===== config.mk =====
export PLATFORM = sky130hd
export DESIGN_NAME = drd_status
export DESIGN_NICKNAME = d
export VERILOG_FILES = /design/src/drd_pkg.sv /design/src/drd_seq_class.sv /design/src/drd_status.sv
export SDC_FILE = /design/constraint.sdc
export NUM_CORES = 1
export LEC_CHECK = 0
export BUFFER_PORTS_ARGS = -buffer_cell sky130_fd_sc_hd__buf_4
export CORE_MARGIN = 2
export CORE_UTILIZATION = 60
export CTS_CLUSTER_DIAMETER = 120
export DETAILED_ROUTE_END_ITERATION = 12
export PLACE_DENSITY = 0.9
export SYNTH_ARGS = -nofsm -noshare
export SYNTH_HDL_FRONTEND = slang
export SYNTH_HIERARCHICAL = 1
export SYNTH_SLANG_ARGS = --single-unit

===== constraint.sdc =====
create_clock -name SYS_CLK_I -period 7.8 [get_ports SYS_CLK_I]
set_input_delay 1.56 -clock SYS_CLK_I [delete_from_list [all_inputs] [get_ports SYS_CLK_I]]
set_output_delay 1.56 -clock SYS_CLK_I [all_outputs]
set_load 0.005 [all_outputs]

===== src/drd_pkg.sv =====
package drd_pkg;

  // core clock
  localparam int unsigned CLK_PERIOD_NS = 40;

  // acknowledgement latency: time from first unacknowledged good packet to a forced ack
  localparam int unsigned ACK_LAT_NS    = 4000;
  localparam int unsigned ACK_LAT_CYC   = (ACK_LAT_NS + CLK_PERIOD_NS - 1) / CLK_PERIOD_NS;
  localparam int          LAT_W         = 8;
  localparam logic [LAT_W-1:0] LAT_LAST = LAT_W'(ACK_LAT_CYC - 1);
  localparam logic [LAT_W-1:0] LAT_RST  = 8'h00;

  // sequence numbers
  localparam int          SEQ_W         = 12;
  localparam logic [SEQ_W-1:0] SEQ_RST  = 12'h000;
  localparam logic [SEQ_W-1:0] SEQ_ONE  = 12'h001;
  localparam logic [SEQ_W-1:0] SEQ_HALF = 12'h800;

  // retry buffer occupancy
  localparam int          RCNT_W        = 12;
  localparam logic [RCNT_W-1:0] RCNT_RST = 12'h000;
  localparam logic [RCNT_W-1:0] RCNT_MAX = 12'hFFF;
  localparam logic [4:0]  RCNT_SAT      = 5'h1F;

  // test-output slice positions
  localparam int TO_LSB        = 296;
  localparam int TO_MSB        = 319;
  localparam int BIT_LAT_RUN   = 296;
  localparam int BIT_LAT_EXP   = 297;
  localparam int BIT_AN_REQ    = 298;
  localparam int BIT_AN_NAK    = 299;
  localparam int BIT_PM_RX     = 300;
  localparam int BIT_FC_RX     = 301;
  localparam int FC_KIND_LSB   = 302;
  localparam int FC_KIND_MSB   = 305;
  localparam int FC_CHAN_LSB   = 306;
  localparam int FC_CHAN_MSB   = 308;
  localparam int BIT_TLP_NULL  = 309;
  localparam int BIT_TLP_CRC   = 310;
  localparam int BIT_TLP_VALID = 311;
  localparam int BIT_TLP_DUP   = 312;
  localparam int BIT_TLP_OOS   = 313;
  localparam int BIT_FRAME     = 314;
  localparam int CNT_LSB       = 315;
  localparam int CNT_MSB       = 319;
  localparam logic [TO_MSB:TO_LSB] TO_RST = 24'h000000;

  // first byte of a received data link packet
  localparam logic [4:0] PM_HI      = 5'h04;   // 0010_0xxx power-management group
  localparam logic [3:0] FC_INIT1_P = 4'h4;
  localparam logic [3:0] FC_INIT1_C = 4'h6;
  localparam logic [3:0] FC_INIT2_P = 4'hC;
  localparam logic [3:0] FC_INIT2_C = 4'hE;
  localparam logic [3:0] FC_UPD_P   = 4'h8;
  localparam logic [3:0] FC_UPD_C   = 4'hA;
  localparam logic [2:0] CHAN_RST   = 3'h0;
  localparam logic [3:0] KIND_RST   = 4'h0;

  typedef enum logic [1:0] {AN_IDLE, AN_ACK, AN_NAK} drd_acknak_t;

endpackage


===== src/drd_seq_class.sv =====
`timescale 1ns/1ns
// sorts one received packet end into exactly one outcome
module drd_seq_class (
  input  wire logic                      tlp_end_i,
  input  wire logic                      nullified_i,
  input  wire logic                      lcrc_ok_i,
  input  wire logic [drd_pkg::SEQ_W-1:0] seq_i,
  input  wire logic [drd_pkg::SEQ_W-1:0] expect_i,
  output logic                           null_o,
  output logic                           crc_bad_o,
  output logic                           valid_o,
  output logic                           dup_o,
  output logic                           oos_o
);

  logic [drd_pkg::SEQ_W-1:0] behind;
  logic                      good;
  logic                      eq_seq;
  logic                      in_past;

  // distance modulo the sequence space; half the space back counts as already seen
  always_comb begin
    behind  = expect_i - seq_i;
    good    = tlp_end_i && !nullified_i && lcrc_ok_i;
    eq_seq  = (behind == '0);
    in_past = !eq_seq && (behind <= drd_pkg::SEQ_HALF);
    null_o    = tlp_end_i && nullified_i;
    crc_bad_o = tlp_end_i && !nullified_i && !lcrc_ok_i;
    valid_o   = good && eq_seq;
    dup_o     = good && in_past;
    oos_o     = good && !eq_seq && !in_past;
  end

endmodule


===== src/drd_status.sv =====
`timescale 1ns/1ns
module drd_status (
  input  wire logic                              SYS_CLK_I,
  input  wire logic                              RSTN_I,
  input  wire logic                              CE_I,
  input  wire logic                              TLP_END_I,
  input  wire logic                              TLP_NULL_I,
  input  wire logic                              TLP_LCRC_OK_I,
  input  wire logic [drd_pkg::SEQ_W-1:0]         TLP_SEQ_I,
  input  wire logic                              DLLP_VALID_I,
  input  wire logic [7:0]                        DLLP_BYTE0_I,
  input  wire logic                              FRAME_BAD_I,
  input  wire logic                              ACKNAK_SENT_I,
  input  wire logic                              RETRY_PUSH_I,
  input  wire logic                              RETRY_POP_I,
  output logic [drd_pkg::TO_MSB:drd_pkg::TO_LSB] TEST_OUT_O,
  output logic                                   TLP_FWD_O,
  output logic                                   TLP_DROP_O,
  output logic                                   RX_PORT_ERR_O,
  output logic                                   RETRAIN_REQ_O,
  output logic                                   ACKNAK_REQ_O,
  output logic                                   ACKNAK_NAK_O,
  output logic [drd_pkg::SEQ_W-1:0]              ACKNAK_SEQ_O
);

  // saturating step of an occupancy counter
  function automatic logic [drd_pkg::RCNT_W-1:0] cnt_step(input logic [drd_pkg::RCNT_W-1:0] c,
                                                          input logic up, input logic dn);
    cnt_step = c;
    if (up && !dn && c != drd_pkg::RCNT_MAX) begin
      cnt_step = c + drd_pkg::RCNT_W'(1);
    end else if (dn && !up && c != drd_pkg::RCNT_RST) begin
      cnt_step = c - drd_pkg::RCNT_W'(1);
    end
  endfunction

  // credit packet kind test on the upper nibble of byte 0
  function automatic logic is_credit(input logic [7:0] b);
    logic [3:0] k;
    k = b[7:4];
    is_credit = !b[3] && ((k >= drd_pkg::FC_INIT1_P && k <= drd_pkg::FC_INIT1_C) ||
                          (k >= drd_pkg::FC_INIT2_P && k <= drd_pkg::FC_INIT2_C) ||
                          (k >= drd_pkg::FC_UPD_P   && k <= drd_pkg::FC_UPD_C));
  endfunction

  logic c_null;
  logic c_crc;
  logic c_valid;
  logic c_dup;
  logic c_oos;

  logic [drd_pkg::SEQ_W-1:0] expect_r;
  logic [drd_pkg::SEQ_W-1:0] expect_nxt;

  drd_seq_class u_class (
    .tlp_end_i   (TLP_END_I),
    .nullified_i (TLP_NULL_I),
    .lcrc_ok_i   (TLP_LCRC_OK_I),
    .seq_i       (TLP_SEQ_I),
    .expect_i    (expect_r),
    .null_o      (c_null),
    .crc_bad_o   (c_crc),
    .valid_o     (c_valid),
    .dup_o       (c_dup),
    .oos_o       (c_oos)
  );

  // ---- acknowledgement scheduling state
  drd_pkg::drd_acknak_t       an_r;
  drd_pkg::drd_acknak_t       an_nxt;
  logic                       lat_run_r;
  logic                       lat_run_nxt;
  logic [drd_pkg::LAT_W-1:0]  lat_cnt_r;
  logic [drd_pkg::LAT_W-1:0]  lat_cnt_nxt;
  logic                       lat_exp;
  logic                       nak_block_r;
  logic                       nak_block_nxt;
  logic                       want_nak;
  logic                       want_ack;

  // next expected sequence advances only on an in-order good packet
  always_comb begin
    expect_nxt = expect_r;
    if (c_valid) begin
      expect_nxt = expect_r + drd_pkg::SEQ_ONE;
    end
  end

  // latency timer and ack/nak pending state; a new schedule wins over a same-cycle sent
  always_comb begin
    lat_run_nxt   = lat_run_r;
    lat_cnt_nxt   = lat_cnt_r;
    an_nxt        = an_r;
    nak_block_nxt = nak_block_r;
    lat_exp       = lat_run_r && (lat_cnt_r == drd_pkg::LAT_LAST);
    // one nak per error episode; a good in-order packet re-arms it
    want_nak      = (c_crc || c_oos) && !nak_block_r;
    want_ack      = lat_exp || c_dup;
    if (lat_run_r) begin
      lat_cnt_nxt = lat_cnt_r + drd_pkg::LAT_W'(1);
    end
    if (lat_exp) begin
      lat_run_nxt = 1'b0;
      lat_cnt_nxt = drd_pkg::LAT_RST;
    end else if (c_valid && !lat_run_r) begin
      lat_run_nxt = 1'b1;
      lat_cnt_nxt = drd_pkg::LAT_RST;
    end
    if (c_valid) begin
      nak_block_nxt = 1'b0;
    end
    if (ACKNAK_SENT_I) begin
      an_nxt = drd_pkg::AN_IDLE;
    end
    if (want_nak) begin
      an_nxt        = drd_pkg::AN_NAK;
      nak_block_nxt = 1'b1;
      lat_run_nxt   = 1'b0;
      lat_cnt_nxt   = drd_pkg::LAT_RST;
    end else if (want_ack && !(an_r == drd_pkg::AN_NAK && !ACKNAK_SENT_I)) begin
      an_nxt = drd_pkg::AN_ACK;
    end
  end

  always_ff @(posedge SYS_CLK_I or negedge RSTN_I) begin
    if (!RSTN_I) begin
      expect_r    <= drd_pkg::SEQ_RST;
      an_r        <= drd_pkg::AN_IDLE;
      lat_run_r   <= 1'b0;
      lat_cnt_r   <= drd_pkg::LAT_RST;
      nak_block_r <= 1'b0;
    end else if (CE_I) begin
      expect_r    <= expect_nxt;
      an_r        <= an_nxt;
      lat_run_r   <= lat_run_nxt;
      lat_cnt_r   <= lat_cnt_nxt;
      nak_block_r <= nak_block_nxt;
    end
  end

  // ---- retry buffer occupancy
  logic [drd_pkg::RCNT_W-1:0] rcnt_r;
  logic [drd_pkg::RCNT_W-1:0] rcnt_nxt;
  logic [4:0]                 rcnt_view;

  // internal count is wide so the view stays honest after draining from above 31
  always_comb begin
    rcnt_nxt  = cnt_step(rcnt_r, RETRY_PUSH_I, RETRY_POP_I);
    rcnt_view = (rcnt_nxt > drd_pkg::RCNT_W'(drd_pkg::RCNT_SAT)) ? drd_pkg::RCNT_SAT
                                                                  : rcnt_nxt[4:0];
  end

  always_ff @(posedge SYS_CLK_I or negedge RSTN_I) begin
    if (!RSTN_I) begin
      rcnt_r <= drd_pkg::RCNT_RST;
    end else if (CE_I) begin
      rcnt_r <= rcnt_nxt;
    end
  end

  // ---- received data link packet decode and test-output image
  logic [drd_pkg::TO_MSB:drd_pkg::TO_LSB] to_r;
  logic [drd_pkg::TO_MSB:drd_pkg::TO_LSB] to_nxt;
  logic                                   pm_rx;
  logic                                   fc_rx;
  logic                                   fwd_r;
  logic                                   fwd_nxt;
  logic                                   drop_r;
  logic                                   drop_nxt;
  logic                                   perr_r;
  logic                                   perr_nxt;
  logic [drd_pkg::SEQ_W-1:0]              an_seq_r;
  logic [drd_pkg::SEQ_W-1:0]              an_seq_nxt;

  // kind and channel fields hold the last received value between packets
  always_comb begin
    pm_rx  = DLLP_VALID_I && (DLLP_BYTE0_I[7:3] == drd_pkg::PM_HI);
    fc_rx  = DLLP_VALID_I && is_credit(DLLP_BYTE0_I);
    to_nxt = to_r;
    to_nxt[drd_pkg::BIT_LAT_RUN]   = lat_run_nxt;
    to_nxt[drd_pkg::BIT_LAT_EXP]   = lat_exp;
    to_nxt[drd_pkg::BIT_AN_REQ]    = (an_nxt != drd_pkg::AN_IDLE);
    to_nxt[drd_pkg::BIT_AN_NAK]    = (an_nxt == drd_pkg::AN_NAK);
    to_nxt[drd_pkg::BIT_PM_RX]     = pm_rx;
    to_nxt[drd_pkg::BIT_FC_RX]     = fc_rx;
    if (pm_rx) begin
      to_nxt[drd_pkg::FC_CHAN_MSB:drd_pkg::FC_CHAN_LSB] = DLLP_BYTE0_I[2:0];
    end
    if (fc_rx) begin
      to_nxt[drd_pkg::FC_KIND_MSB:drd_pkg::FC_KIND_LSB] = DLLP_BYTE0_I[7:4];
      to_nxt[drd_pkg::FC_CHAN_MSB:drd_pkg::FC_CHAN_LSB] = DLLP_BYTE0_I[2:0];
    end
    to_nxt[drd_pkg::BIT_TLP_NULL]  = c_null;
    to_nxt[drd_pkg::BIT_TLP_CRC]   = c_crc;
    to_nxt[drd_pkg::BIT_TLP_VALID] = c_valid;
    to_nxt[drd_pkg::BIT_TLP_DUP]   = c_dup;
    to_nxt[drd_pkg::BIT_TLP_OOS]   = c_oos;
    to_nxt[drd_pkg::BIT_FRAME]     = FRAME_BAD_I;
    to_nxt[drd_pkg::CNT_MSB:drd_pkg::CNT_LSB] = rcnt_view;
    fwd_nxt    = c_valid;
    drop_nxt   = c_dup;
    perr_nxt   = FRAME_BAD_I;
    // ack/nak carries the last good sequence, one below the next expected
    an_seq_nxt = expect_nxt - drd_pkg::SEQ_ONE;
  end

  always_ff @(posedge SYS_CLK_I or negedge RSTN_I) begin
    if (!RSTN_I) begin
      to_r     <= drd_pkg::TO_RST;
      fwd_r    <= 1'b0;
      drop_r   <= 1'b0;
      perr_r   <= 1'b0;
      an_seq_r <= drd_pkg::SEQ_RST - drd_pkg::SEQ_ONE;
    end else if (CE_I) begin
      to_r     <= to_nxt;
      fwd_r    <= fwd_nxt;
      drop_r   <= drop_nxt;
      perr_r   <= perr_nxt;
      an_seq_r <= an_seq_nxt;
    end
  end

  // all data outputs come straight from flip-flops
  assign TEST_OUT_O    = to_r;
  assign TLP_FWD_O     = fwd_r;
  assign TLP_DROP_O    = drop_r;
  assign RX_PORT_ERR_O = perr_r;
  assign RETRAIN_REQ_O = perr_r;
  assign ACKNAK_REQ_O  = to_r[drd_pkg::BIT_AN_REQ];
  assign ACKNAK_NAK_O  = to_r[drd_pkg::BIT_AN_NAK];
  assign ACKNAK_SEQ_O  = an_seq_r;

endmodule


Word level (Yosys, flattened, before mapping)
Cells that the tools add are included.
Operators by class
  add/sub/neg operators: 6
  multipliers: 0
  divide/modulo/power cells: 0
  magnitude comparators: 8
  equality and inequality tests: 5
  shift operators: 0
  mux-type cells: 18
  bitwise gates (word level): 0
  reduce and logical (&&, ||, !) cells: 49
Operator list (number)
  two-way mux 12 bit: 3
  two-way mux 8 bit: 4
  adder 12 x 1 -> 12 bit, second input constant: 2
  logical AND 1 bit: 24
  subtractor 12 x 1 -> 12 bit, second input constant: 2
  > comparator 12 x 5 -> 1 bit, second input constant: 1
  <= comparator 12 bit, second input constant: 1
  logical NOT 12 bit: 1
  != test 12 bit, second input constant: 1
  nonzero test 12 bit: 1
  subtractor 12 bit: 1
  logical NOT 1 bit: 11
  adder 8 x 1 -> 8 bit, second input constant: 1
  == test 8 x 7 -> 1 bit, second input constant: 1
  greater-or-equal comparator 4 bit, second input constant: 2
  <= comparator 4 bit, second input constant: 2
  AND reduction 2 bit: 4
  two-way mux 7 bit: 1
  two-way mux 2 bit: 3
  nonzero test 2 bit: 3
  == test 5 x 3 -> 1 bit, second input constant: 1
  two-way mux 1 bit: 5
  two-way mux 5 bit: 1
  == test 2 bit, second input constant: 2
  other kinds (5): 8
Storage, ports and cells
  register bits after elaboration: 75
  latch bits: 0
  RAM bits: 0
  memory bits (read-only): 0
  input bits: 31
  output and inout bits: 42
  word-level logic and storage cells: 99
  memories: 0

Logic depth before layout (Yosys ltp)
Gate-level depths: netlist of run 1.
  depth in word-level cells: 10
  depth in mapped cells: 17
  mapped depth without buffers: 16

Cells and area by module
Netlist of run 1, hierarchy kept.
By module, submodules not included
  drd_status: instances 1, cells an instance 426, area an instance 4195.3 um^2, seq. area each 1791.7 um^2
  drd_seq_class: instances 1, cells an instance 88, area an instance 624.3 um^2, seq. area each 0.0 um^2

Worst setup path before layout of run 1
Ideal clock, no wire load.
  path kind: input to register
  start: input port TLP_SEQ_I[4] (netlist bit)
  end: register an_seq_r (netlist bit ACKNAK_SEQ_O[11])
  library setup time: 82 ps
  data arrival time: 5007 ps
  required time: 7718 ps
  setup slack: 2710 ps
  stages on the path: 15
  path buffers: 1
  cells stage by stage: inv_1 -> ha_1 -> a211oi_2 -> nor2_1 -> a211o_1 -> mux2_4 -> a2111o_1 -> nor3_1 -> clkbuf_1 -> mux2i_1 -> o21ai_1 -> nand2b_1 -> nor4_2 -> xnor2_1 -> mux2_2
On the way
  word-level cells in the longest chain between the ends: 5
Ends and longest elaborated chain
  start, declared: line drd_status.sv:9  | input wire logic [drd_pkg::SEQ_W-1:0] TLP_SEQ_I,
  subtractor 12 bit: line drd_seq_class.sv:23  | behind = expect_i - seq_i;
  logical NOT 12 bit: line drd_seq_class.sv:25  | eq_seq = (behind == '0);
  logical AND 1 bit: line drd_seq_class.sv:29  | valid_o = good && eq_seq;
  via c_valid: line drd_status.sv:48  | logic c_valid;
  two-way mux 12 bit: line drd_status.sv:84  | if (c_valid) begin
  subtractor 12 x 1 -> 12 bit: line drd_status.sv:204  | an_seq_nxt = expect_nxt - drd_pkg::SEQ_ONE;
  end signal, assigned: line drd_status.sv:213  | an_seq_r <= drd_pkg::SEQ_RST - drd_pkg::SEQ_ONE;
  end signal, assigned: line drd_status.sv:219  | an_seq_r <= an_seq_nxt;
  end, declared: line drd_status.sv:172  | logic [drd_pkg::SEQ_W-1:0] an_seq_r;
The timed path passes the listed nets, and every way through them passes these cells.
A chain may end at the register's enable or synchronous reset.

Final worst setup path of run 1
Same ends and word-level chain as after synthesis.

==> results of run 1 <==
==> metal layers <==
layer / global-route usage / part of all wire / vias up
met5: 0 / 0 / -
met4: 0.0845 / 0.015 / 0
met3: 0.0516 / 0.052 / 17
met2: 0.426 / 0.50 / 136
met1: 0.313 / 0.43 / 1921
li1: - / - / 1922
==> power groups by stage <==
stage	clock network (W)	registers (W)	logic, W
2_1_floorplan	0	0.000470	0.000313
3_3_place_gp	0	0.000530	0.000316
3_5_place_dp	0	0.000536	0.000328
4_1_cts	0.000271	0.000530	0.000330
5_1_grt	0.000286	0.000544	0.000369
6_report	0.000263	0.000533	0.000328
==> cell families (layout without fill, tap and decap cells) <==
group,count (synthesis),count (layout)
compound gates,107,107
xor+xnor,50,50
fa+ha+maj,17,17
buf+inv,56,112
flops,71,71
mux,25,25
simple gates,188,188
==> state kept, by name, summed over array words and instances, names as in the netlist <==
register / flops
lat_cnt_r: 8
nak_block_r: 1
expect_r: 12
TEST_OUT_O: 24
an_r: 2
rcnt_r: 12
ACKNAK_SEQ_O: 12
==> critical path: cells and delay by family <==
family                   cells  cell delay [ns]
AND/OR/NAND/NOR              6             1.41
AO/OA/AOI/OAI                3             0.99
multiplexers                 2             0.59
XOR/XNOR                     2             0.37
adder cells (fa/ha/maj)      1             0.36
buffers and inverters        3             0.32
==> cell usage after synthesis, types with 5 or more instances <==
master,count
nand3_1,12
inv_1,22
nand2_1,48
xor2_1,12
o31ai_1,7
nor3_1,11
nand4_1,6
clkbuf_1,10
mux2_2,22
nor2b_1,7
nor2_1,39
and2_1,8
o21ai_0,32
a31oi_1,5
buf_4,13
dfstp_2,12
a21oi_1,9
ha_1,17
o22a_1,5
nand2b_1,11
and3_1,9
buf_2,5
xnor2_1,38
dfrtp_1,59
or3_1,5
==> final cells by class <==
type	count	area, um2
inverter	23	86.3
fill	600	2310
sequential	71	1790
timing repair buffer	73	548
tap	102	128
clock inverter	5	35.0
multi-input combinational	387	2730
clock buffer	11	141
==> metrics by stage <==
stage                     hold WS (ns)  power, W
after detailed placement         0.468  0.000864
final                            0.487   0.00112
after global placement           0.456  0.000846
after CTS                        0.488   0.00113
after global routing             0.515   0.00120
after floorplan                  0.438  0.000783
==> worst max-delay path by stage <==
stage                 startpoint  cells after the start                to
global placement    TLP_SEQ_I[4]                     17   ACKNAK_SEQ_O[9]
floorplan           TLP_SEQ_I[4]                     15  ACKNAK_SEQ_O[11]
finish              TLP_SEQ_I[4]                     17  ACKNAK_SEQ_O[11]
global route        TLP_SEQ_I[4]                     17  ACKNAK_SEQ_O[11]
detailed placement  TLP_SEQ_I[4]                     17  ACKNAK_SEQ_O[11]
CTS                 TLP_SEQ_I[4]                     17  ACKNAK_SEQ_O[11]
==> flow_summary_export.csv, run 1 <==
group,metric,value,unit
synth,yosys.area_share.adder,0.0441,
global_routing,grt_pass1_wl,17500,um
cells_and_area,final_cell_mix,"buf_4, dfrtp_1, nand2_1, nor2_1, xnor2_1",
cts,cts_buffers,9,
global_routing,grt_pass1_vias,3889,
synth,syn_avg_cell_area,9.38,um2
synth,yosys.area_share.simple,0.207,
cts,clk_latency,0.35,ns
cts,cts_tree,"built",
critical_path,reg2reg_slack,3.25,ns
die,std_cell_rows,32,
synth,synth_compound_area_frac,0.165,
place,gp_congestion,0.905,
timing,fin_skew,0.00949,ns
cts,post_cts_buffers,0,
critical_path,critPathKind,"in -> reg",
critical_path,critPathMaxStageDelay,0.45,ns
cells_and_area,post-route-util,0.703,
cts,cts_sinks,71,
synth,synth_top_family_by_area,"simple AND/OR/NAND/NOR gates",
routing,viasPerCell,5.95,
cells_and_area,drive_gt1_frac,0.261,
cells_and_area,fin_area,5460,um2
synth,synth.ff_latch_count,71,
timing,setup_slack,2.48,ns
cts,htreeDepth,3,
die,die_h,93.6,um
min_path,whs_path_depth,2,
place,pre_cts_slack,2.16,ns
routing,wl,10400,um
die,dieWidth,93.6,um
synth,synth_nets,562,
synth,synth-edff-count,0,
timing,fin_crit,5.32,ns
synth,syn_area,4820,um2
cells_and_area,syn_to_final_growth,13.3,%
cts,cts_resized,0,
cells_and_area,antennaDiodeCount,0,
die,dieArea,8770,um2
global_routing,track_usage,0.249,
global_routing,grt_max_degree,72,
global_routing,grt.overflow.total,0,
global_routing,antenna_found_initial,0,
routing,drt_iter0_markers,206,
place,placedCellCount,656,
critical_path,r2r_start,"expect_r[4]",
critical_path,crit_chain,"buf_4, inv_1, ha_1, a211oi_2, nor2_1, a211o_1, mux2_4, a2111o_1, nor3_1, buf_4, nand3_1, nor4_2, xnor2_1, nand2b_1, nor4_2, xnor2_1, mux2_2",
pwr,power_density,206,nW/um2
routing,drc,0,
critical_path,worstRegToRegCells,15,
synth,synth.top_cell.area_share,0.306,
timing,slew_headroom,0.276,
synth,async_flop_share,1.00,
timing,hold_viol,0,
min_path,holdCritStartpoint,"ACKNAK_SEQ_O[2]",
synth,netlist_instances,514,
timing,worst_slew_pin_slew,1.08,ns
min_path,holdPathEnd,"ACKNAK_SEQ_O[2]",
critical_path,worstPathRequired,8.07,ns
routing,vias,3996,
synth,synth_xor_area_frac,0.0909,
synth,synth_flop_cell,"dfrtp_1",
cts,root_buffer,"clkbuf_8",
critical_path,startpoint_type,"input pin",
synth,synth-seq-area-share,0.372,
synth,synth_mux_area_frac,0.0589,
synth,synth.distinct_cells,78,
critical_path,cpMaxStageDelayCell,"a2111o_1",
timing,slew_violations,0,
synth,ys_top_cells_by_area,"dfrtp_1, xnor2_1, dfstp_2",
timing,rsz0062_at_grt,"false",
cells_and_area,fin_nets,613,
cells_and_area,layout.cells.non_filler,672,
pwr,leakage,2.37,nW
pwr,switching_share,0.358,
critical_path,rr_endpoint,"ACKNAK_SEQ_O[11]",
place,place_hpwl,7590,um
place,post_dp_cell_area,5280,um2
timing,finalSetupViolCount,0,
outcome,status,"finished clean",
pwr,comb_power_share,0.292,
run,drv_cap,0,
critical_path,crit_fanout,12,
critical_path,crit_arrival,5.59,ns
cts,clk_path_buf_depth,2,
pwr,p_int,0.000721,W
pwr,pwr-share-seq,0.474,
routing,drt-pass1-iter-count,4,
cells_and_area,final_common_cell,"buf_4",
synth,yosysWarningCount,6,
die,start_util,0.620,
critical_path,crit_path_end_kind,"flop",
routing,wire_per_inst,15.5,um
min_path,hp-class,"reg -> reg",
timing,fin_tns_setup,0,ns
die,coreArea,7770,um2
die,io_pins,73,
pwr,vdd_drop_max,0.194,mV
synth,synth_top_area_cell,"dfrtp_1",
cts,clk_pin_slew,0.07,ns
routing,drtAntennaViolNets,0,
place,port_buffers,72,
cts,cts_hold_buf,0,
timing,fin_crit_sh,0.682,
timing,max_clock_freq,0.188,GHz
pwr,p_sw,0.000402,W
pwr,clkPwrFrac,0.234,
(Power assumes the default switching activity.)
==> run 2, diff against run 1 <==
--- a/config.mk
+++ b/config.mk
@@ -7,10 +7,10 @@
 export LEC_CHECK = 0
 export BUFFER_PORTS_ARGS = -buffer_cell sky130_fd_sc_hd__buf_4
 export CORE_MARGIN = 2
-export CORE_UTILIZATION = 60
+export CORE_UTILIZATION = 58
 export CTS_CLUSTER_DIAMETER = 120
 export DETAILED_ROUTE_END_ITERATION = 12
-export PLACE_DENSITY = 0.9
+export PLACE_DENSITY = 0.88
 export SYNTH_ARGS = -nofsm -noshare
 export SYNTH_HDL_FRONTEND = slang
 export SYNTH_HIERARCHICAL = 1
==> constraint.sdc (replaced) <==
create_clock -name SYS_CLK_I -period 5.2 [get_ports SYS_CLK_I]
set_input_delay 1.04 -clock SYS_CLK_I [delete_from_list [all_inputs] [get_ports SYS_CLK_I]]
set_output_delay 1.04 -clock SYS_CLK_I [all_outputs]
set_load 0.005 [all_outputs]
==> run 2 against run 1 <==
Sequential cell count stayed put. Critical endpoint unchanged. Sequential power is 49% higher. Clock skew is 0.0013 ns higher. First-iteration DRC count is 13% lower.
==> flow_summary_export.csv, run 2 (synthesis gave the netlist of run 1 again) <==
group,metric,value,unit
die,io_pins,73,
cts,clk_latency,0.34,ns
die,start_util,0.593,
routing,wire_per_inst,15.6,um
cells_and_area,drive_gt1_frac,0.262,
global_routing,grt_util_met2,0.448,
global_routing,track_usage,0.251,
run,drv_cap,0,
timing,slew_violations,0,
routing,drt_iter0_markers,180,
cells_and_area,regArea,1790,um2
die,std_cell_rows,33,
critical_path,worstPathRequired,5.47,ns
min_path,hp-class,"reg -> reg",
cells_and_area,final_common_cell,"buf_4",
pwr,vdd_drop_max,0.217,mV
timing,fin_crit_sh,0.920,
global_routing,grt.overflow.total,0,
pwr,power,0.00176,W
cts,cts_buffers,9,
pwr,switching_share,0.337,
global_routing,grt_pass1_vias,3958,
critical_path,crit_fanout,6,
routing,wl,10600,um
routing,drc,0,
cts,cts_sinks,71,
cells_and_area,post-route-util,0.678,
timing,max_clock_freq,0.209,GHz
cells_and_area,fillers,639,
routing,drt-pass1-iter-count,4,
cells_and_area,multi_input_area,2730,um2
critical_path,worstRegToRegCells,14,
timing,fin_tns_setup,0,ns
critical_path,crit_arrival,5.05,ns
pwr,pwr-share-seq,0.452,
cells_and_area,fin_nets,615,
cts,post_cts_buffers,0,
critical_path,crit_path_end_kind,"flop",
place,place_hpwl,7710,um
die,dieWidth,95.2,um
global_routing,grt_pass1_wl,17900,um
pwr,clkPwrFrac,0.272,
cts,root_buffer,"clkbuf_8",
global_routing,busiest_layer,"met2",
cells_and_area,final_cell_mix,"buf_4, dfrtp_1, nand2_1, nor2_1, xnor2_1",
routing,vias,3979,
cts,clk_pin_slew,0.08,ns
timing,rsz0062_at_grt,"false",
critical_path,startpoint_type,"input pin",
cts,cts_resized,0,
outcome,status,"finished clean",
critical_path,critPathKind,"in -> reg",
cells_and_area,syn_to_final_growth,14.4,%
pwr,leakage,2.40,nW
cells_and_area,largest_register_ffs,24,
pwr,comb_power_share,0.277,
global_routing,antenna_found_initial,0,
timing,slew_headroom,0.416,
routing,drtAntennaViolNets,0,
pwr,p_int,0.00117,W
routing,viasPerCell,5.88,
die,dieArea,9050,um2
timing,fin_crit,4.78,ns
timing,finalSetupViolCount,0,
pwr,power_density,319,nW/um2
die,die_h,95.2,um
cells_and_area,antennaDiodeCount,0,
global_routing,met1_usage,0.298,
timing,worst_slew_pin_slew,0.876,ns
cts,cts_hold_buf,0,
pwr,p_sw,0.000593,W
global_routing,grt_max_degree,72,
global_routing,use_met3,0.0569,
place,port_buffers,72,
place,gp_congestion,0.979,
min_path,whs_path_depth,1,
cts,clk_path_buf_depth,2,
timing,fin_skew,0.0107,ns
cts,htreeDepth,3,
cts,cts_tree,"built",
die,coreArea,8130,um2
timing,hold_viol,0,
## run 2: changes by cell type in the layout (fill, tap and decap cells not counted)
cell,previous run,this run
buf_4,73,75
clkinv_2,2,1
bufinv_16,0,2
clkbuf_8,10,9
clkbuf_1,1,2
clkinvlp_4,1,0
## run 2: per-stage QoR
step / std cells / hold WS [ns] / setup WS [ns] / cell area, um2
final: 677 / 0.486 / 0.416 / 5520
after floorplan: 514 / 0.438 / 0.630 / 4820
after global routing: 677 / 0.522 / 0.218 / 5520
after global placement: 661 / 0.462 / 0.361 / 5300
after CTS: 677 / 0.494 / 0.456 / 5520
after detailed placement: 661 / 0.482 / 0.103 / 5300
## run 2: power groups by stage
stage	logic (W)	clock network [W]	registers [W]
final	0.000487	0.000478	0.000796
after global routing	0.000551	0.000519	0.000814
after CTS	0.000491	0.000490	0.000792
after detailed placement	0.000490	0	0.000800
after global placement	0.000472	0	0.000794
after floorplan	0.000469	0	0.000705
## run 2: worst max-delay path, cell delays in order
cell,delay [ns]
buf_4,0.08
inv_1,0.03
ha_1,0.36
a211oi_2,0.26
nor2_1,0.09
a211o_1,0.32
mux2_4,0.31
a2111o_1,0.44
nor3_1,0.35
nand3_1,0.22
nor4_2,0.47
xnor2_1,0.24
nand2b_1,0.15
nor4_2,0.32
xnor2_1,0.12
mux2_2,0.26
## run 2: cell type report
class / count / share of cell area
repair buffers: 75 / 0.102
inverters: 23 / 0.0157
clock buffers: 11 / 0.0238
flip-flops and latches: 71 / 0.325
multi-input cells: 387 / 0.495
well taps: 105 / 0.0238
clock inverters: 5 / 0.0150
## run 2: metal layers
| metal | routed length, um | vias to the layer above | part of all wire |
|---|---|---|---|
| met5 | 0 | - | 0 |
| met4 | 196 | 0 | 0.019 |
| met3 | 486 | 23 | 0.046 |
| met2 | 5380 | 112 | 0.51 |
| met1 | 4500 | 1921 | 0.43 |
| li1 | - | 1923 | - |
## run 2: path summary, 6_finish.rpt
path                               from                to  slack, ns
max                        TLP_SEQ_I[4]  ACKNAK_SEQ_O[11]       0.42
min                        lat_cnt_r[7]      lat_cnt_r[7]       0.49
max reg2reg                 expect_r[4]  ACKNAK_SEQ_O[11]       0.64
min reg2reg                lat_cnt_r[7]      lat_cnt_r[7]       0.49
max in group asynchronous        RSTN_I   TEST_OUT_O[308]       3.82
min in group asynchronous        RSTN_I       expect_r[7]       0.81
